## src/logic/atm_pkg.sv

```systemverilog
// Package: register map, field layout and types for the trigger mode control
package atm_pkg;
	localparam logic [11:0] ATM_OFF_MODE = 12'h000;
	localparam logic [11:0] ATM_OFF_CTRL = 12'h004;
	localparam logic [11:0] ATM_OFF_LIMIT = 12'h008;
	localparam logic [11:0] ATM_OFF_RESULT = 12'h00C;
	localparam logic [11:0] ATM_OFF_STATUS = 12'h010;
	localparam logic [11:0] ATM_OFF_MASK = 12'h014;
	localparam logic [19:0] ATM_DOC_ADDR = 20'hFFF32;
	localparam logic [7:0] ATM_MODE_RESET = 8'h00;
	localparam logic [7:0] ATM_MODE_WMASK = 8'hE3;
	localparam int ATM_POS_TMD_HI = 7;
	localparam int ATM_POS_TMD_LO = 6;
	localparam int ATM_POS_ONESHOT = 5;
	localparam int ATM_POS_SRC_HI = 1;
	localparam int ATM_POS_SRC_LO = 0;
	localparam int ATM_LOCKOUT_CYCLES = 4;
	localparam logic [3:0] ATM_STAT_RESET = 4'h0;
	localparam logic [3:0] ATM_MASK_RESET = 4'h0;
	localparam logic [1:0] ATM_RESP_OKAY = 2'b00;
	localparam logic [1:0] ATM_RESP_SLVERR = 2'b10;
	localparam logic [3:0] ATM_CONV_CYCLES = 4'hA;
	localparam logic [3:0] ATM_WAIT_CYCLES = 4'h5;

	typedef enum logic [1:0] {
		ATM_SRC_TIMER,
		ATM_SRC_EVLINK,
		ATM_SRC_RTC,
		ATM_SRC_ITIMER
	} atm_src_t;

	typedef enum logic [1:0] {
		ATM_TRIG_SOFT,
		ATM_TRIG_HW_NOWAIT,
		ATM_TRIG_HW_WAIT
	} atm_trig_t;

	typedef struct packed {
		logic timer_ch1_interrupt;
		logic event_link_controller;
		logic rtc_alarm_interrupt;
		logic rtc_period_interrupt;
		logic interval_timer_interrupt;
	} atm_events_t;
endpackage

```

## src/logic/atm_trigger_ctrl.sv

```systemverilog
// Trigger mode register, trigger selection and conversion sequencing
module atm_trigger_ctrl
	import atm_pkg::*;
#(
	parameter int RESULT_W = 10
) (
	input wire logic core_clk,
	input wire logic rst,
	input wire logic [11:0] s_axi_awaddr,
	input wire logic s_axi_awvalid,
	output logic s_axi_awready,
	input wire logic [31:0] s_axi_wdata,
	input wire logic [3:0] s_axi_wstrb,
	input wire logic s_axi_wvalid,
	output logic s_axi_wready,
	output logic [1:0] s_axi_bresp,
	output logic s_axi_bvalid,
	input wire logic s_axi_bready,
	input wire logic [11:0] s_axi_araddr,
	input wire logic s_axi_arvalid,
	output logic s_axi_arready,
	output logic [31:0] s_axi_rdata,
	output logic [1:0] s_axi_rresp,
	output logic s_axi_rvalid,
	input wire logic s_axi_rready,
	input wire atm_events_t trig_events,
	input wire logic snooze_mode,
	input wire logic [RESULT_W-1:0] sample_value,
	output logic conv_start,
	output logic conv_busy,
	output logic irq
);
	if (RESULT_W < 1 || RESULT_W > 16) begin : g_bad_width
		$error("RESULT_W must be 1 to 16");
	end

	typedef enum logic [1:0] {
		ST_IDLE,
		ST_WAIT,
		ST_CONV
	} atm_state_t;

	logic [7:0] converter_mode_reg_one;
	logic [7:0] next_mode;
	logic conversion_start_bit, next_cs;
	logic comparator_enable_bit, next_ce;
	logic range_check_select, next_rc;
	logic [RESULT_W-1:0] upper_limit_reg, next_ul;
	logic [RESULT_W-1:0] lower_limit_reg, next_ll;
	logic [RESULT_W-1:0] conversion_result_reg, next_res;
	logic [3:0] status, next_status;
	logic [3:0] mask, next_mask;
	atm_state_t state, next_state;
	logic [3:0] cnt, next_cnt;
	logic [2:0] lock_cnt, next_lock_cnt;
	logic next_start, next_busy, next_irq;
	logic [4:0] ev_s1, ev_s2, ev_prev, next_ev_prev;
	logic awready, next_awready, wready, next_wready;
	logic bvalid, next_bvalid, rvalid, next_rvalid, arready, next_arready;
	logic [11:0] awaddr_q, next_awaddr_q;
	logic aw_have, next_aw_have, w_have, next_w_have;
	logic [31:0] wdata_q, next_wdata_q;
	logic [3:0] wstrb_q, next_wstrb_q;
	logic [1:0] bresp, next_bresp, rresp, next_rresp;
	logic [31:0] rdata, next_rdata;

	// Offsets that map to a register; all others answer with an error
	function automatic logic known_addr(input logic [11:0] a);
		return a == ATM_OFF_MODE || a == ATM_OFF_CTRL ||
			a == ATM_OFF_LIMIT || a == ATM_OFF_RESULT ||
			a == ATM_OFF_STATUS || a == ATM_OFF_MASK;
	endfunction

	function automatic atm_trig_t trig_mode(input logic [7:0] m);
		if (!m[ATM_POS_TMD_HI]) begin
			return ATM_TRIG_SOFT;
		end else if (m[ATM_POS_TMD_LO]) begin
			return ATM_TRIG_HW_WAIT;
		end
		return ATM_TRIG_HW_NOWAIT;
	endfunction

	always_ff @(posedge core_clk) begin
		if (rst) begin
			ev_s1 <= 5'h00;
			ev_s2 <= 5'h00;
		end else begin
			ev_s1 <= trig_events;
			ev_s2 <= ev_s1;
		end
	end

	atm_trig_t tmode;
	atm_src_t src;
	logic [4:0] ev_rise;
	logic hw_trig, sw_go, do_write, in_range, stopped;
	logic [31:0] wd;

	always_comb begin
		tmode = trig_mode(converter_mode_reg_one);
		src = atm_src_t'({converter_mode_reg_one[ATM_POS_SRC_HI],
			converter_mode_reg_one[ATM_POS_SRC_LO]});
		ev_rise = ev_s2 & ~ev_prev;
		next_ev_prev = ev_s2;
		next_lock_cnt = (lock_cnt != 3'h0) ? lock_cnt - 3'h1 : 3'h0;
		hw_trig = 1'b0;
		case (src)
			ATM_SRC_TIMER: hw_trig = ev_rise[4];
			ATM_SRC_EVLINK: hw_trig = ev_rise[3];
			ATM_SRC_RTC, ATM_SRC_ITIMER: begin
				if (src == ATM_SRC_RTC) begin
					hw_trig = ev_rise[2] | ev_rise[1];
				end else begin
					hw_trig = ev_rise[0];
				end
				if (hw_trig && !snooze_mode) begin
					if (lock_cnt != 3'h0) begin
						hw_trig = 1'b0;
					end else begin
						next_lock_cnt = 3'(ATM_LOCKOUT_CYCLES - 1);
					end
				end
			end
			default: hw_trig = 1'b0;
		endcase
		stopped = !conversion_start_bit && !comparator_enable_bit;
		in_range = (sample_value >= lower_limit_reg &&
			sample_value <= upper_limit_reg) ^ range_check_select;
	end

	// Register bus: address and data accepted in either order
	always_comb begin
		next_awready = awready;
		next_wready = wready;
		next_arready = arready;
		next_aw_have = aw_have;
		next_w_have = w_have;
		next_awaddr_q = awaddr_q;
		next_wdata_q = wdata_q;
		next_wstrb_q = wstrb_q;
		next_bvalid = bvalid;
		next_bresp = bresp;
		next_rvalid = rvalid;
		next_rresp = rresp;
		next_rdata = rdata;
		do_write = 1'b0;
		if (s_axi_awvalid && awready) begin
			next_aw_have = 1'b1;
			next_awaddr_q = s_axi_awaddr;
			next_awready = 1'b0;
		end
		if (s_axi_wvalid && wready) begin
			next_w_have = 1'b1;
			next_wdata_q = s_axi_wdata;
			next_wstrb_q = s_axi_wstrb;
			next_wready = 1'b0;
		end
		if (aw_have && w_have && !bvalid) begin
			do_write = 1'b1;
			next_bvalid = 1'b1;
			next_bresp = known_addr(awaddr_q) ? ATM_RESP_OKAY : ATM_RESP_SLVERR;
			next_aw_have = 1'b0;
			next_w_have = 1'b0;
		end
		if (bvalid && s_axi_bready) begin
			next_bvalid = 1'b0;
			next_awready = 1'b1;
			next_wready = 1'b1;
		end
		if (s_axi_arvalid && arready) begin
			next_arready = 1'b0;
			next_rvalid = 1'b1;
			next_rresp = known_addr(s_axi_araddr) ? ATM_RESP_OKAY : ATM_RESP_SLVERR;
			case (s_axi_araddr)
				ATM_OFF_MODE: next_rdata = {24'h000000, converter_mode_reg_one};
				ATM_OFF_CTRL: next_rdata = {29'h00000000, range_check_select,
					comparator_enable_bit, conversion_start_bit};
				ATM_OFF_LIMIT: next_rdata = {16'(upper_limit_reg),
					16'(lower_limit_reg)};
				ATM_OFF_RESULT: next_rdata = {16'h0000, 16'(conversion_result_reg)};
				ATM_OFF_STATUS: next_rdata = {28'h0000000, status};
				ATM_OFF_MASK: next_rdata = {28'h0000000, mask};
				default: next_rdata = 32'h00000000;
			endcase
		end
		if (rvalid && s_axi_rready) begin
			next_rvalid = 1'b0;
			next_arready = 1'b1;
		end
	end

	// Register writes, conversion sequencing and interrupt status
	always_comb begin
		wd = wdata_q;
		next_mode = converter_mode_reg_one;
		next_cs = conversion_start_bit;
		next_ce = comparator_enable_bit;
		next_rc = range_check_select;
		next_ul = upper_limit_reg;
		next_ll = lower_limit_reg;
		next_mask = mask;
		next_res = conversion_result_reg;
		next_status = status;
		next_state = state;
		next_cnt = cnt;
		next_start = 1'b0;
		sw_go = 1'b0;
		if (s_axi_arvalid && arready && s_axi_araddr == ATM_OFF_STATUS) begin
			next_status = ATM_STAT_RESET;
		end
		if (do_write && wstrb_q[0]) begin
			case (awaddr_q)
				ATM_OFF_MODE: begin
					if (stopped) begin
						next_mode = wd[7:0] & ATM_MODE_WMASK;
					end else begin
						next_status[3] = 1'b1;
					end
				end
				ATM_OFF_CTRL: begin
					next_cs = wd[0];
					next_ce = wd[1];
					next_rc = wd[2];
					sw_go = wd[0] && !conversion_start_bit;
				end
				ATM_OFF_LIMIT: begin
					next_ll = wd[RESULT_W-1:0];
					next_ul = wd[16+RESULT_W-1:16];
				end
				ATM_OFF_MASK: next_mask = wd[3:0];
				default: next_mask = mask;
			endcase
		end
		case (state)
			ST_IDLE: begin
				if ((tmode == ATM_TRIG_SOFT && sw_go && next_ce) ||
					(tmode != ATM_TRIG_SOFT && hw_trig &&
					conversion_start_bit && comparator_enable_bit)) begin
					next_start = 1'b1;
					if (tmode == ATM_TRIG_HW_WAIT) begin
						next_state = ST_WAIT;
						next_cnt = ATM_WAIT_CYCLES;
					end else begin
						next_state = ST_CONV;
						next_cnt = ATM_CONV_CYCLES;
					end
				end else if (tmode == ATM_TRIG_SOFT && conversion_start_bit &&
					comparator_enable_bit && !converter_mode_reg_one[5] &&
					conv_busy == 1'b0 && status[0] == 1'b0) begin
					next_start = 1'b1; // Sequential mode restarts
					next_state = ST_CONV;
					next_cnt = ATM_CONV_CYCLES;
				end
			end
			ST_WAIT: begin
				next_cnt = cnt - 4'h1;
				if (cnt == 4'h1) begin
					next_state = ST_CONV;
					next_cnt = ATM_CONV_CYCLES;
				end
			end
			ST_CONV: begin
				next_cnt = cnt - 4'h1;
				if (cnt == 4'h1) begin
					next_state = ST_IDLE;
					if (tmode != ATM_TRIG_HW_WAIT || in_range) begin
						next_res = sample_value;
						next_status[0] = 1'b1;
					end else begin
						next_status[1] = 1'b1;
					end
					if (converter_mode_reg_one[ATM_POS_ONESHOT]) begin
						next_cs = 1'b0;
					end
				end
			end
			default: next_state = ST_IDLE;
		endcase
		if (hw_trig && state != ST_IDLE) begin
			next_status[2] = 1'b1;
		end
		next_busy = next_state != ST_IDLE;
		next_irq = |(next_status & next_mask);
	end

	always_ff @(posedge core_clk) begin
		if (rst) begin
			converter_mode_reg_one <= ATM_MODE_RESET;
			conversion_start_bit <= 1'b0;
			comparator_enable_bit <= 1'b0;
			range_check_select <= 1'b0;
			upper_limit_reg <= '1;
			lower_limit_reg <= '0;
			conversion_result_reg <= '0;
			status <= ATM_STAT_RESET;
			mask <= ATM_MASK_RESET;
			state <= ST_IDLE;
			cnt <= 4'h0;
			lock_cnt <= 3'h0;
			ev_prev <= 5'h00;
			conv_start <= 1'b0;
			conv_busy <= 1'b0;
			irq <= 1'b0;
			awready <= 1'b1;
			wready <= 1'b1;
			arready <= 1'b1;
			aw_have <= 1'b0;
			w_have <= 1'b0;
			awaddr_q <= 12'h000;
			wdata_q <= 32'h00000000;
			wstrb_q <= 4'h0;
			bvalid <= 1'b0;
			bresp <= ATM_RESP_OKAY;
			rvalid <= 1'b0;
			rresp <= ATM_RESP_OKAY;
			rdata <= 32'h00000000;
		end else begin
			converter_mode_reg_one <= next_mode;
			conversion_start_bit <= next_cs;
			comparator_enable_bit <= next_ce;
			range_check_select <= next_rc;
			upper_limit_reg <= next_ul;
			lower_limit_reg <= next_ll;
			conversion_result_reg <= next_res;
			status <= next_status;
			mask <= next_mask;
			state <= next_state;
			cnt <= next_cnt;
			lock_cnt <= next_lock_cnt;
			ev_prev <= next_ev_prev;
			conv_start <= next_start;
			conv_busy <= next_busy;
			irq <= next_irq;
			awready <= next_awready;
			wready <= next_wready;
			arready <= next_arready;
			aw_have <= next_aw_have;
			w_have <= next_w_have;
			awaddr_q <= next_awaddr_q;
			wdata_q <= next_wdata_q;
			wstrb_q <= next_wstrb_q;
			bvalid <= next_bvalid;
			bresp <= next_bresp;
			rvalid <= next_rvalid;
			rresp <= next_rresp;
			rdata <= next_rdata;
		end
	end

	assign s_axi_awready = awready;
	assign s_axi_wready = wready;
	assign s_axi_bvalid = bvalid;
	assign s_axi_bresp = bresp;
	assign s_axi_arready = arready;
	assign s_axi_rvalid = rvalid;
	assign s_axi_rresp = rresp;
	assign s_axi_rdata = rdata;
endmodule

```

## config.mk

```make
export PLATFORM = sky130hd
export DESIGN_NAME = atm_trigger_ctrl
export DESIGN_NICKNAME = d
export VERILOG_FILES = /design/src/logic/atm_pkg.sv /design/src/logic/atm_trigger_ctrl.sv
export SDC_FILE = /design/constraint.sdc
export NUM_CORES = 1
export LEC_CHECK = 0
export BUFFER_PORTS_ARGS = -buffer_cell sky130_fd_sc_hd__buf_2
export CAP_MARGIN = 30
export CORE_MARGIN = 2
export CORE_UTILIZATION = 40
export DETAILED_ROUTE_END_ITERATION = 12
export PLACE_DENSITY = 0.62
export SLEW_MARGIN = 10
export SYNTH_ARGS = -nofsm -noshare
export SYNTH_HDL_FRONTEND = slang
export SYNTH_SLANG_ARGS = --single-unit
export TNS_END_PERCENT = 5
```

## constraint.sdc

```tcl
create_clock -name core_clk -period 5.5 [get_ports core_clk]
set_input_delay 0.825 -clock core_clk [delete_from_list [all_inputs] [get_ports core_clk]]
set_output_delay 0.825 -clock core_clk [all_outputs]
set_load 0.005 [all_outputs]
```

==> After elaboration in Yosys (flattened, before gate mapping) <==
Cells that the tools add are included.
{ "word_totals": {"input_bits": 83, "mem_bits_ro": 0, "out_inout_bits": 44, "reg_bits": 155, "latchBits": 0, "n_memories": 0, "elab_cells": 175, "mem_bits_rw": 0} }
{ "classes": {"addsub": 2, "magnitude_cmp": 2, "mul": 0, "n_eq_ne": 19, "bitwise": 8, "n_reduce_logical": 62, "mux": 51, "n_shift": 0, "div": 0} }
{ "op_table": {"columns": ["operator", "n"], "rows": [
  ["one-hot mux 26 bit (6 select lines)", 1],
  ["equality test 12 x 4 -> 1 bit, second input constant", 4],
  ["equality test 12 x 5 -> 1 bit, second input constant", 4],
  ["two-way mux 4 bit", 7],
  ["equality test 12 x 3 -> 1 bit, second input constant", 2],
  ["logical AND 1 bit", 24],
  ["zero test 12 bit", 2],
  ["two-way mux 1 bit", 24],
  ["two-way mux 2 bit", 12],
  ["logical OR 1 bit", 12],
  ["two-way mux 3 bit", 4],
  ["one-hot mux 4 bit (3 select lines)", 1],
  ["greater-or-equal comparator 10 bit", 1],
  ["less-or-equal comparator 10 bit", 1],
  ["OR reduction 2 bit", 5],
  ["equality test 2 bit, second input constant", 4],
  ["zero test 2 bit", 3],
  ["one-hot mux 2 bit (3 select lines)", 1],
  ["AND reduction 2 bit", 3],
  ["AND reduction 3 bit", 2],
  ["nonzero test 2 bit", 3],
  ["nonzero test 3 bit", 2],
  ["bitwise AND 5 bit", 1],
  ["zero test 1 bit", 5],
  ["other kinds (13)", 16]
]} }

==> Longest topological paths before layout <==
Gate-level depths: netlist (run 1).
{ "depth": {"depth_word": 15, "mapped_depth": 11, "mapped_depth_nobuf": 10} }

==> Worst setup path before layout (run 1) <==
OpenSTA, ideal clock, no wires.
{ "synth_path": {"path_type": "input-to-reg", "from": "in sample_value[5]", "to": "reg conversion_result_reg[4]", "slack_ns": 2.786, "setup_time_ns": 0.128, "n_path_buf": 1, "required_time_ns": 5.372, "t_arrival_ns": 2.586, "cell_stages": 10, "path_cell_list": "ha_1 a211oi_2 o211ai_1 o221ai_1 a21oi_1 or3_1 a41o_1 buf_6 mux2i_1 nor2_1"} }
{ "synth_between": {"elab_chain_len": 5, "elab_cells_between_ends": 6, "cone_classes": "order compare (2); bitwise (1); reduce/logical (3)"} }
{ "synth_rtl": {"columns": ["item", "line_no", "rtl"], "rows": [
  ["start: declaration", "atm_trigger_ctrl.sv:28", "input wire logic [RESULT_W-1:0] sample_value,"],
  ["greater-or-equal comparator 10 bit / less-or-equal comparator 10 bit (equally long branches)", "atm_trigger_ctrl.sv:127, atm_trigger_ctrl.sv:128", null],
  ["logical AND 1 bit *", "atm_trigger_ctrl.sv:127", "in_range = (sample_value >= lower_limit_reg &&"],
  ["XOR 1 bit *", "atm_trigger_ctrl.sv:128", "sample_value <= upper_limit_reg) ^ range_check_select;"],
  ["logical OR 1 bit *", "atm_trigger_ctrl.sv:266", "if (tmode != ATM_TRIG_HW_WAIT || in_range) begin"],
  ["AND reduction 3 bit (no line) *", null, null],
  ["end signal: assignment", "atm_trigger_ctrl.sv:324", "conversion_result_reg <= next_res;"],
  ["end: declaration", "atm_trigger_ctrl.sv:50", "logic [RESULT_W-1:0] conversion_result_reg, next_res;"]
]} }
Every way passes the cells marked *; elsewhere a longest branch is shown, timed or not.
A chain may end at the register's enable or synchronous reset.

==> Final worst setup path (run 1) <==
{ "layout_path": {"from": "in sample_value[5]", "to": "reg conversion_result_reg[3]"} }
Same word-level chain as after synthesis.

==> results.py, run 1 <==
metrics = {
    "floorplan": {
        "initial_utilization_pct": 41.0,
        "chipHeight_um": 126,
        "floorplan.rows": 44,
        "die_area_um2": 16000,
        "die-width_um": 126,
        "num_ports": 127,
        "design.core.area_um2": 14600,
    },
    "detailed_routing": {
        "drt-total-wl_mm": 13.9,
        "wire_per_inst_um": 14.4,
        "avgViaCountPerCell": 5.12,
        "route.antenna.remaining_nets": 0,
        "route.detailed.drc": 0,
        "met3_length_um": 895,
        "met2RoutedLength_mm": 6.13,
        "wl_met1_mm": 6.74,
        "detailroute.via_count": 4968,
        "drt-pass1-iter-count": 5,
        "dr_iter_0_viols": 331,
        "routed.top_layer": "met4",
    },
    "placed_design": {
        "placedInstanceArea_um2": 6530,
        "post-place-cells": 938,
        "numPortBuffers": 97,
        "dp_slack_ns": 2.27,
        "gp_congestion": 0.887,
        "place.detailed.hpwl_mm": 10.1,
    },
    "worst_setup_path": {
        "max_stage_delay_ns": 0.66,
        "data_required_time_at_the_worst_endpoint_ns": 5.76,
        "crit_path_cell_trace": "buf_2 -> ha_1 -> a211oi_2 -> o211ai_1 -> o221ai_1 -> a21oi_1 -> o21ai_0 -> a41o_1 -> mux2i_1 -> nor2_1",
        "regToRegEndpoint": "conversion_result_reg[3]",
        "worstPathBufferInverterCount": 1,
        "worst_setup_slack_for_register_to_register_paths_ns": 2.82,
        "worst-endpoint-arrival_ns": 3.08,
        "cell_with_the_largest_stage_delay_on_the_worst_path": "sky130_fd_sc_hd__a41o_1",
        "timing.critical_path.to_type": "register",
        "r2r.worst_path.cells": 10,
        "startpoint": "sample_value[5]",
        "worst_r2r_startpoint": "upper_limit_reg[5]",
        "crit_path_end": "conversion_result_reg[3]",
        "timing.setup.critical_path_class": "in -> reg",
        "cpLargestDelayFamily": "compound AO/OA/AOI/OAI gates",
        "highest_fanout_seen_on_the_critical_path": 12,
        "startpoint_class": "input pin",
        "critical_path_depth": 10,
    },
    "timing": {
        "worst_hold_slack_ns": 0.436,
        "slew_headroom_pct": 42.3,
        "actual_slew_at_the_worst_max_slew_pin_ns": 0.865,
        "setup_violations": 0,
        "post-route-period-util_pct": 51.2,
        "maxSlewViolCount": 0,
        "maxClockFrequency_ghz": 0.355,
        "worst_clock_skew_ns": 0.00483,
        "finalCriticalPeriod_ns": 2.82,
        "final.setup.tns_ns": 0,
        "layout_setup_ws_ns": 2.68,
        "hold_violations": 0,
        "rsz0062_at_grt": "false",
    },
    "cts": {
        "clk_latency_ns": 0.41,
        "clock-root-buffer": "sky130_fd_sc_hd__clkbuf_16",
        "post_cts_buffers": 0,
        "number_of_buffers_added_to_fix_hold_violations_after_cts": 0,
        "cts.clk_slew.worst_paths_ns": 0.05,
        "cts-buffers-inserted": 17,
        "h-tree-depth": 4,
        "cts-root-to-sink-buffers": 2,
        "clock_sink_count": 135,
        "post_cts.resized_instances": 0,
        "clock_tree_from_tritoncts": "built",
    },
    "synth": {
        "sequential_to_total_area_share_from_yosys_stat_pct": 45.1,
        "synth_edf_count": 0,
        "avgSynthCellArea_um2": 8.70,
        "netlist_area_um2": 5990,
        "postSynthCellCount": 688,
        "postSynth.topFlopCell": "sky130_fd_sc_hd__dfxtp_1",
        "synth_top_area_share_pct": 45.1,
        "synth_cell_types": 65,
        "synth.yosys.warnings": 0,
        "synth_async_sr_flop_share_pct": 0,
        "most_instantiated_library_cell_after_synthesis": "sky130_fd_sc_hd__dfxtp_1",
        "synth.cells.most_frequent": "135 x sky130_fd_sc_hd__dfxtp_1, 123 x sky130_fd_sc_hd__nand2_1, 63 x sky130_fd_sc_hd__a21oi_1",
        "ys_seq_elements": 135,
        "synth_area_leader": "sky130_fd_sc_hd__dfxtp_1",
        "synth_area_leaders": "sky130_fd_sc_hd__dfxtp_1 45%, sky130_fd_sc_hd__nand2_1 7.7%, sky130_fd_sc_hd__ha_1 5.9%, sky130_fd_sc_hd__a21oi_1 5.3%, sky130_fd_sc_hd__mux2i_1 4.7%",
    },
    "worst_hold_path": {
        "worstHoldStart": "ev_s1[0]",
        "hold_class": "reg -> reg",
        "hold_path_depth": 1,
    },
    "finish": {
        "final_cell_area_um2": 7190,
        "num-nets-final": 887,
        "syn2layout_area_growth_pct": 20.1,
        "drive_gt1_share_pct": 19.4,
        "count_of_inserted_antenna_diode_cells": 0,
        "final-instance-count-excl-fill": 971,
        "finalCoreUtilization_pct": 49.3,
    },
    "status": {
        "status": "completed",
    },
    "pwr": {
        "power-per-cell-area_nw_per_um2": 329,
        "share_comb_of_total_power_pct": 5.5,
        "finalPower_mw": 2.36,
        "max-vdd-ir-drop_mv": 0.195,
        "leakagePower_nw": 3.08,
        "netSwitchingFraction_pct": 20.9,
        "clockPowerShare_pct": 51.3,
        "power_switching_uw": 493,
        "power.sequential.fraction_pct": 43.2,
        "pint_mw": 1.87,
    },
    "grt": {
        "grt_antenna_before_repair": 0,
        "grt_use_total_pct": 17.7,
        "grt.overflow.total": 0,
        "number_of_global_route_vias_before_repair": 4668,
        "grt_max_degree": 86,
        "grt_pass1_wl_mm": 22.9,
    },
    "job": {
        "maxCapViolCount": 0,
    },
}
-- per-layer routing --
metal  GRT usage, %  vias up
met4           6.33        0
met5              0        -
met3           4.56       15
met2           26.0      165
li1               -     2511
met1           25.1     2277
-- worst min-delay path by stage --
stage	to	slack, ns
after global placement	ev_s2[1]	0.42
after CTS	ev_prev[0]	0.44
after global routing	ev_s2[0]	0.46
final	ev_s2[0]	0.44
after floorplan	ev_prev[0]	0.41
after detailed placement	ev_s2[0]	0.43
-- layout by cell type (no fill, tap or decap), types with 2 or more instances in the layout --
cell type	synthesis	final
sky130_fd_sc_hd__a221oi_1	2	2
sky130_fd_sc_hd__or2_2	4	4
sky130_fd_sc_hd__buf_4	14	3
sky130_fd_sc_hd__a311oi_1	2	2
sky130_fd_sc_hd__o32ai_1	2	2
sky130_fd_sc_hd__mux2_2	3	3
sky130_fd_sc_hd__o21ai_0	18	18
sky130_fd_sc_hd__o21ai_2	2	2
sky130_fd_sc_hd__nand4_1	3	3
sky130_fd_sc_hd__inv_1	37	37
sky130_fd_sc_hd__o211ai_1	11	11
sky130_fd_sc_hd__o22ai_1	3	3
sky130_fd_sc_hd__conb_1	1	14
sky130_fd_sc_hd__o221ai_1	2	2
sky130_fd_sc_hd__clkbuf_1	23	4
sky130_fd_sc_hd__a221o_1	2	2
sky130_fd_sc_hd__ha_1	28	28
sky130_fd_sc_hd__nor2b_1	19	19
sky130_fd_sc_hd__a211oi_1	3	3
sky130_fd_sc_hd__mux2i_1	28	28
sky130_fd_sc_hd__a22oi_1	19	19
sky130_fd_sc_hd__buf_2	3	97
sky130_fd_sc_hd__nand2_1	123	123
sky130_fd_sc_hd__clkbuf_16	0	17
sky130_fd_sc_hd__o21a_1	2	2
sky130_fd_sc_hd__dfxtp_1	135	135
sky130_fd_sc_hd__nor2_1	62	62
sky130_fd_sc_hd__or3b_1	2	2
sky130_fd_sc_hd__and2_1	3	3
sky130_fd_sc_hd__bufinv_16	0	5
sky130_fd_sc_hd__nand3_1	10	10
sky130_fd_sc_hd__nor3_4	2	2
sky130_fd_sc_hd__mux4_2	2	2
sky130_fd_sc_hd__nand3b_1	2	2
sky130_fd_sc_hd__nor3_1	17	17
sky130_fd_sc_hd__a21oi_1	63	63
sky130_fd_sc_hd__a211oi_2	2	2
-- final cells by class --
type                       count  area (um^2)
clock buffer                  22          454
tap                          184          230
sequential                   135         2700
multi-input combinational    483         2960
timing repair buffer         102          534
inverter                      37          139
clock inverter                 8          171
fill                        1386         7400
-- power groups by stage --
stage | Clock, mW | Combinational [mW] | Sequential (mW)
after floorplan | 0 | 0.0874 | 1.04
after global placement | 0 | 0.126 | 1.04
after detailed placement | 0 | 0.129 | 1.04
after CTS | 1.23 | 0.130 | 1.02
after global routing | 1.28 | 0.148 | 1.02
final | 1.21 | 0.130 | 1.02
-- cell families (layout without fill, tap and decap cells) --
family / count (synthesis) / after routing / share of synthesized area, %
compound gates: 145 / 145 / 15.6
simple gates: 261 / 261 / 20.5
flops: 135 / 135 / 45.1
mux: 34 / 34 / 6.44
fa+ha+maj: 28 / 28 / 5.85
buf+inv: 83 / 169 / 6.27
xor+xnor: 1 / 1 / 0.146
other cells: 1 / 14 / 0.0626
No activity file was read; power rests on OpenSTA's default activity.
==> run 2: changes to the inputs <==
- ABC_AREA: unset -> 1
- PLACE_DENSITY: 0.62 -> 0.64
- clock period: 5.5 -> 2.45 ns (I/O delays scaled with it)
==> run 2 against run 1 <==
Sequential share of layout area shrank 1.3 points. Clock skew grew 0.0075 ns. Power grew 130%. Register-to-register slack lost 2.5 ns. Largest power group unchanged. Flip-flop and latch count is the same. First-iteration DRC count grew 18%. Synthesized cell count grew 23%.
==> results.py, run 2 <==
metrics = {
    "floorplan": {
        "num_ports": 127,
        "floorplan.rows": 45,
        "design.core.area_um2": 15100,
        "die-width_um": 128,
        "initial_utilization_pct": 40.8,
        "die_area_um2": 16500,
        "chipHeight_um": 128,
    },
    "finish": {
        "drive_gt1_share_pct": 16.6,
        "most-common-layout-cells": "135 x sky130_fd_sc_hd__dfxtp_1, 129 x sky130_fd_sc_hd__nand2_1, 125 x sky130_fd_sc_hd__inv_1",
        "num-nets-final": 1054,
        "fillers": 1549,
        "syn2layout_area_growth_pct": 20.5,
        "leading_cell_type_in_the_layout_fill_and_taps_excluded": "sky130_fd_sc_hd__dfxtp_1",
        "count_of_inserted_antenna_diode_cells": 0,
    },
    "worst_hold_path": {
        "hold_path_depth": 3,
        "hold_end": "ev_s1[2]",
        "hold_class": "in -> reg",
        "worstHoldStart": "trig_events[2]",
    },
    "synth": {
        "synth_async_sr_flop_share_pct": 0,
        "postSynth.topFlopCell": "sky130_fd_sc_hd__dfxtp_1",
        "synth_edf_count": 0,
        "synth.cells.most_frequent": "135 x sky130_fd_sc_hd__dfxtp_1, 129 x sky130_fd_sc_hd__nand2_1, 126 x sky130_fd_sc_hd__inv_1",
        "ys_seq_elements": 135,
        "sequential_to_total_area_share_from_yosys_stat_pct": 43.7,
        "netlist_area_um2": 6180,
        "synth_area_leaders": "sky130_fd_sc_hd__dfxtp_1 44%, sky130_fd_sc_hd__nand2_1 7.8%, sky130_fd_sc_hd__inv_1 7.7%, sky130_fd_sc_hd__nor2_1 6.6%, sky130_fd_sc_hd__o21ai_0 6.2%",
        "synth.yosys.warnings": 0,
        "postSynthCellCount": 847,
        "avgSynthCellArea_um2": 7.30,
        "synth_top_area_share_pct": 43.7,
        "synth_area_leader": "sky130_fd_sc_hd__dfxtp_1",
        "synth_cell_types": 44,
        "most_instantiated_library_cell_after_synthesis": "sky130_fd_sc_hd__dfxtp_1",
    },
    "timing": {
        "final.setup.tns_ns": 0,
        "maxClockFrequency_ghz": 0.479,
        "layout_setup_ws_ns": 0.362,
        "rsz0062_at_grt": "false",
        "maxSlewViolCount": 0,
        "actual_slew_at_the_worst_max_slew_pin_ns": 0.609,
        "worst_hold_slack_ns": 0.142,
        "finalCriticalPeriod_ns": 2.09,
        "setup_violations": 0,
        "hold_violations": 0,
        "post-route-period-util_pct": 85.2,
        "worst_clock_skew_ns": 0.0124,
        "slew_headroom_pct": 59.3,
    },
    "grt": {
        "grt_pass1_wl_mm": 23.3,
        "grt.overflow.total": 0,
        "grt_max_degree": 52,
        "grt_antenna_before_repair": 0,
        "grt_use_total_pct": 17.9,
        "number_of_global_route_vias_before_repair": 4902,
    },
    "job": {
        "maxCapViolCount": 0,
    },
    "worst_setup_path": {
        "r2r.worst_path.cells": 14,
        "worst_r2r_startpoint": "upper_limit_reg[7]",
        "data_required_time_at_the_worst_endpoint_ns": 2.75,
        "worst-endpoint-arrival_ns": 2.39,
        "regToRegEndpoint": "conversion_result_reg[6]",
        "timing.critical_path.to_type": "register",
        "timing.setup.critical_path_class": "reg -> reg",
        "startpoint_class": "register",
        "worst_setup_slack_for_register_to_register_paths_ns": 0.36,
        "highest_fanout_seen_on_the_critical_path": 20,
    },
    "cts": {
        "clock_sink_count": 135,
        "clock_tree_from_tritoncts": "built",
        "cts-root-to-sink-buffers": 2,
        "post_cts_buffers": 0,
        "h-tree-depth": 4,
        "cts.clk_slew.worst_paths_ns": 0.06,
        "post_cts.resized_instances": 0,
        "clock-root-buffer": "sky130_fd_sc_hd__clkbuf_16",
        "number_of_buffers_added_to_fix_hold_violations_after_cts": 0,
        "clk_latency_ns": 0.42,
        "cts-buffers-inserted": 17,
    },
    "pwr": {
        "power-per-cell-area_nw_per_um2": 724,
        "leakagePower_nw": 3.46,
        "finalPower_mw": 5.39,
        "max-vdd-ir-drop_mv": 0.510,
    },
    "detailed_routing": {
        "wire_per_inst_um": 12.3,
        "drt-total-wl_mm": 14.1,
        "route.antenna.remaining_nets": 0,
        "dr_iter_0_viols": 389,
        "route.detailed.drc": 0,
        "drt-pass1-iter-count": 7,
        "avgViaCountPerCell": 4.77,
        "detailroute.via_count": 5461,
    },
    "status": {
        "status": "completed",
    },
    "placed_design": {
        "gp_congestion": 0.827,
        "numPortBuffers": 97,
        "place.detailed.hpwl_mm": 10.4,
        "dp_slack_ns": 0.292,
    },
}
-- run 2: cell types whose count changed after synthesis, sizes merged, moves of 19 or more --
cell | previous run | this run
nor2 | 63 | 112
mux2i | 28 | 0
a22oi | 19 | 0
o21ai | 21 | 83
inv | 37 | 130
nand3 | 10 | 46
nor2b | 19 | 0
-- run 2: cell type report --
class	count	area (um^2)	area share, %
Clock buffer	18	439	5.90
Clock inverter	14	195	2.62
Inverter	134	503	6.75
Multi-Input combinational cell	549	2810	37.7
Sequential cell	135	2700	36.3
Tap cell	188	235	3.16
Timing Repair Buffer	106	566	7.59
-- run 2: cell families after synthesis --
logic type / synth area share, %
and+or+nand+nor: 21.9
AOI/OAI and AO/OA: 16.7
adders and majority gates: 5.67
DFF: 43.7
buffers and inverters: 11.7
other: 0.0607
xor gates and xnor gates: 0.283
-- run 2: per-layer routing --
layer	GRT usage (%)	up-vias	part of all wire [%]
met4	6.59	0	1.4
met5	0	-	0
li1	-	2905	-
met2	25.9	151	41
met3	4.63	18	5.7
met1	25.5	2387	52
-- run 2: metrics by stage --
step | instances | cell area (um^2) | utilization [%]
after floorplan | 860 | 6230 | -
final | 1144 | 7450 | 49.2
after global placement | 1112 | 6810 | 45.0
after detailed placement | 1112 | 6810 | 45.0
after CTS | 1144 | 7450 | 49.2
after global routing | 1144 | 7450 | 49.2
-- run 2: worst max path at each step --
| stage | slack (ns) | cells past startpoint | end | start |
|---|---|---|---|---|
| 2_1_floorplan | 0.72 | 12 | conversion_result_reg[0] | sample_value[9] |
| 3_3_place_gp | 0.32 | 14 | conversion_result_reg[7] | sample_value[7] |
| 3_5_place_dp | 0.29 | 14 | conversion_result_reg[4] | sample_value[7] |
| 4_1_cts | 0.37 | 14 | conversion_result_reg[4] | upper_limit_reg[7] |
| 5_1_grt | 0.13 | 14 | conversion_result_reg[6] | upper_limit_reg[9] |
| 6_report | 0.36 | 14 | conversion_result_reg[6] | upper_limit_reg[7] |
-- run 2: power by group --
group / internal, mW / switching, mW / leakage [nW]
combinational: 0.136 / 0.230 / 2.05
clock: 1.74 / 0.979 / 0.311
sequential: 2.27 / 0.0420 / 1.10
total: 4.14 / 1.25 / 3.46
-- run 2: critical path, cell delays in order, from the launching register on --
cell,delay [ns]
sky130_fd_sc_hd__dfxtp_1,0.38
sky130_fd_sc_hd__inv_1,0.07
sky130_fd_sc_hd__ha_1,0.29
sky130_fd_sc_hd__nand2_1,0.07
sky130_fd_sc_hd__nor2_1,0.14
sky130_fd_sc_hd__nand3_1,0.09
sky130_fd_sc_hd__nand3_1,0.08
sky130_fd_sc_hd__nand2_1,0.08
sky130_fd_sc_hd__nand2_1,0.07
sky130_fd_sc_hd__nand2_1,0.06
sky130_fd_sc_hd__nand3_1,0.07
sky130_fd_sc_hd__nand2_1,0.08
sky130_fd_sc_hd__buf_4,0.22
sky130_fd_sc_hd__o21ai_0,0.21
sky130_fd_sc_hd__a21oi_1,0.06
==> run 3: changes to the inputs <==
- BUFFER_PORTS_ARGS: -buffer_cell sky130_fd_sc_hd__buf_2 -> -buffer_cell sky130_fd_sc_hd__buf_4
==> run 3 against run 2 <==
Flip-flop and latch count stayed put. Sequential share of layout area fell by 0.66 points. Maximum frequency up 1.4%. Cell area up 1.8%. Count of clock-buffer cells in the layout increased by 1. Largest power group unchanged. Wire length grew 2.0%. Via count decreased by 0.71%. Clock skew decreased by 0.0013 ns. Critical path depth is the same. Cell count about the same. Critical path type unchanged. Worst setup slack gained 0.028 ns.
==> results.py, run 3 (synthesis results as in run 2) <==
metrics = {
    "timing": {
        "layout_setup_ws_ns": 0.390,
        "actual_slew_at_the_worst_max_slew_pin_ns": 0.685,
        "setup_violations": 0,
        "worst_clock_skew_ns": 0.0111,
        "maxSlewViolCount": 0,
        "hold_violations": 0,
        "maxClockFrequency_ghz": 0.485,
        "slew_headroom_pct": 54.3,
        "rsz0062_at_grt": "false",
        "final.setup.tns_ns": 0,
        "finalCriticalPeriod_ns": 2.06,
        "post-route-period-util_pct": 84.1,
    },
    "detailed_routing": {
        "dr_iter_0_viols": 299,
        "route.detailed.drc": 0,
        "wire_per_inst_um": 12.6,
        "avgViaCountPerCell": 4.74,
        "route.antenna.remaining_nets": 0,
        "drt-total-wl_mm": 14.4,
        "detailroute.via_count": 5422,
        "drt-pass1-iter-count": 4,
    },
    "finish": {
        "count_of_inserted_antenna_diode_cells": 0,
        "num-nets-final": 1053,
        "leading_cell_type_in_the_layout_fill_and_taps_excluded": "sky130_fd_sc_hd__dfxtp_1",
        "most-common-layout-cells": "135 x sky130_fd_sc_hd__dfxtp_1, 129 x sky130_fd_sc_hd__nand2_1, 125 x sky130_fd_sc_hd__inv_1",
        "drive_gt1_share_pct": 16.5,
        "syn2layout_area_growth_pct": 22.7,
    },
    "floorplan": {
        "floorplan.rows": 45,
        "die_area_um2": 16500,
        "num_ports": 127,
        "initial_utilization_pct": 40.8,
        "design.core.area_um2": 15100,
        "chipHeight_um": 128,
        "die-width_um": 128,
    },
    "pwr": {
        "netSwitchingFraction_pct": 25.0,
        "power.sequential.fraction_pct": 45.7,
        "leakagePower_nw": 3.46,
        "share_comb_of_total_power_pct": 7.9,
        "clockPowerShare_pct": 46.3,
        "power-per-cell-area_nw_per_um2": 666,
        "max-vdd-ir-drop_mv": 0.485,
        "power_switching_mw": 1.26,
        "pint_mw": 3.79,
        "finalPower_mw": 5.05,
    },
    "cts": {
        "post_cts.resized_instances": 0,
        "clock_tree_from_tritoncts": "built",
        "clock-root-buffer": "sky130_fd_sc_hd__clkbuf_16",
        "cts-root-to-sink-buffers": 2,
        "number_of_buffers_added_to_fix_hold_violations_after_cts": 0,
        "clk_latency_ns": 0.42,
        "h-tree-depth": 4,
        "cts-buffers-inserted": 17,
        "clock_sink_count": 135,
        "post_cts_buffers": 0,
        "cts.clk_slew.worst_paths_ns": 0.06,
    },
    "worst_setup_path": {
        "critical_path_s_most_frequent_cell": "sky130_fd_sc_hd__nand2_1",
        "startpoint": "upper_limit_reg[7]",
        "highest_fanout_seen_on_the_critical_path": 20,
        "cell_with_the_largest_stage_delay_on_the_worst_path": "sky130_fd_sc_hd__dfxtp_1",
        "worstPathBufferInverterCount": 2,
        "startpoint_class": "register",
        "worst_r2r_startpoint": "upper_limit_reg[7]",
        "timing.critical_path.to_type": "register",
        "timing.setup.critical_path_class": "reg -> reg",
        "cpLargestDelayFamily": "simple AND/OR/NAND/NOR gates",
        "worst-endpoint-arrival_ns": 2.37,
        "data_required_time_at_the_worst_endpoint_ns": 2.76,
        "max_stage_delay_ns": 0.39,
        "crit_path_cell_trace": "inv_1 -> ha_1 -> nand2_1 -> nor2_1 -> nand3_1 -> nand3_1 -> nand2_1 -> nand2_1 -> nand2_1 -> nand3_1 -> nand2_1 -> buf_4 -> o21ai_0 -> a21oi_1",
    },
    "grt": {
        "grt_max_degree": 79,
        "grt_antenna_before_repair": 0,
        "top_usage_layer": "met2",
        "number_of_global_route_vias_before_repair": 5057,
        "groute.layer.met3.usage_pct": 4.38,
        "globalRouteMet2Util_pct": 27.0,
        "grt.overflow.total": 0,
        "grt_use_total_pct": 18.0,
        "grt_pass1_wl_mm": 23.6,
        "globalRouteMet1Util_pct": 25.2,
    },
    "placed_design": {
        "numPortBuffers": 97,
        "gp_congestion": 0.850,
        "dp_slack_ns": 0.324,
        "place.detailed.hpwl_mm": 10.5,
    },
    "worst_hold_path": {
        "hold_class": "in -> reg",
        "worstHoldStart": "trig_events[1]",
    },
    "job": {
        "maxCapViolCount": 0,
    },
    "status": {
        "status": "completed",
    },
}
run 3: power groups by stage:
| stage | Sequential (mW) | Clock [mW] | Combinational, mW |
|---|---|---|---|
| after floorplan | 2.35 | 0 | 0.249 |
| after detailed placement | 2.36 | 0 | 0.402 |
| after global placement | 2.36 | 0 | 0.396 |
| after CTS | 2.31 | 2.39 | 0.404 |
| after global routing | 2.32 | 2.49 | 0.459 |
| final | 2.31 | 2.34 | 0.400 |
run 3: worst paths after layout:
check                                  end  slack [ns]  depth (start not counted)
hold / removal                    ev_s1[1]        0.15                          3
setup reg to reg  conversion_result_reg[5]        0.39                         14
hold reg to reg                   ev_s2[2]        0.40                          2
setup / recovery  conversion_result_reg[5]        0.39                         14
run 3: per-layer routing:
metal	routed length (um)	vias to the layer above
met3	918	15
met5	0	-
li1	-	2904
met1	7300	2358
met4	170	0
met2	5990	145
run 3: layout make-up:
| type | instances | area [um^2] |
|---|---|---|
| clock buffer | 19 | 453 |
| clock inverter | 13 | 96.3 |
| fill | 1542 | 7560 |
| inverter | 134 | 503 |
| multi-input combinational | 549 | 2810 |
| sequential | 135 | 2700 |
| tap | 188 | 235 |
| timing repair buffer | 105 | 788 |
run 3: worst min-delay path, cell delays in order:
cell and delay [ns]:
sky130_fd_sc_hd__buf_4 0.08, sky130_fd_sc_hd__inv_1 0.03, sky130_fd_sc_hd__nor2_1 0.06
run 3: through the flow:
stage	instance area (um^2)	util, %	instances	hold slack, ns
final	7580	50.1	1143	0.153
after global routing	7580	50.1	1143	0.158
after CTS	7580	50.1	1143	0.132
after detailed placement	7040	46.5	1111	0.393
after global placement	7040	46.5	1111	0.390
after floorplan	6230	-	860	0.388
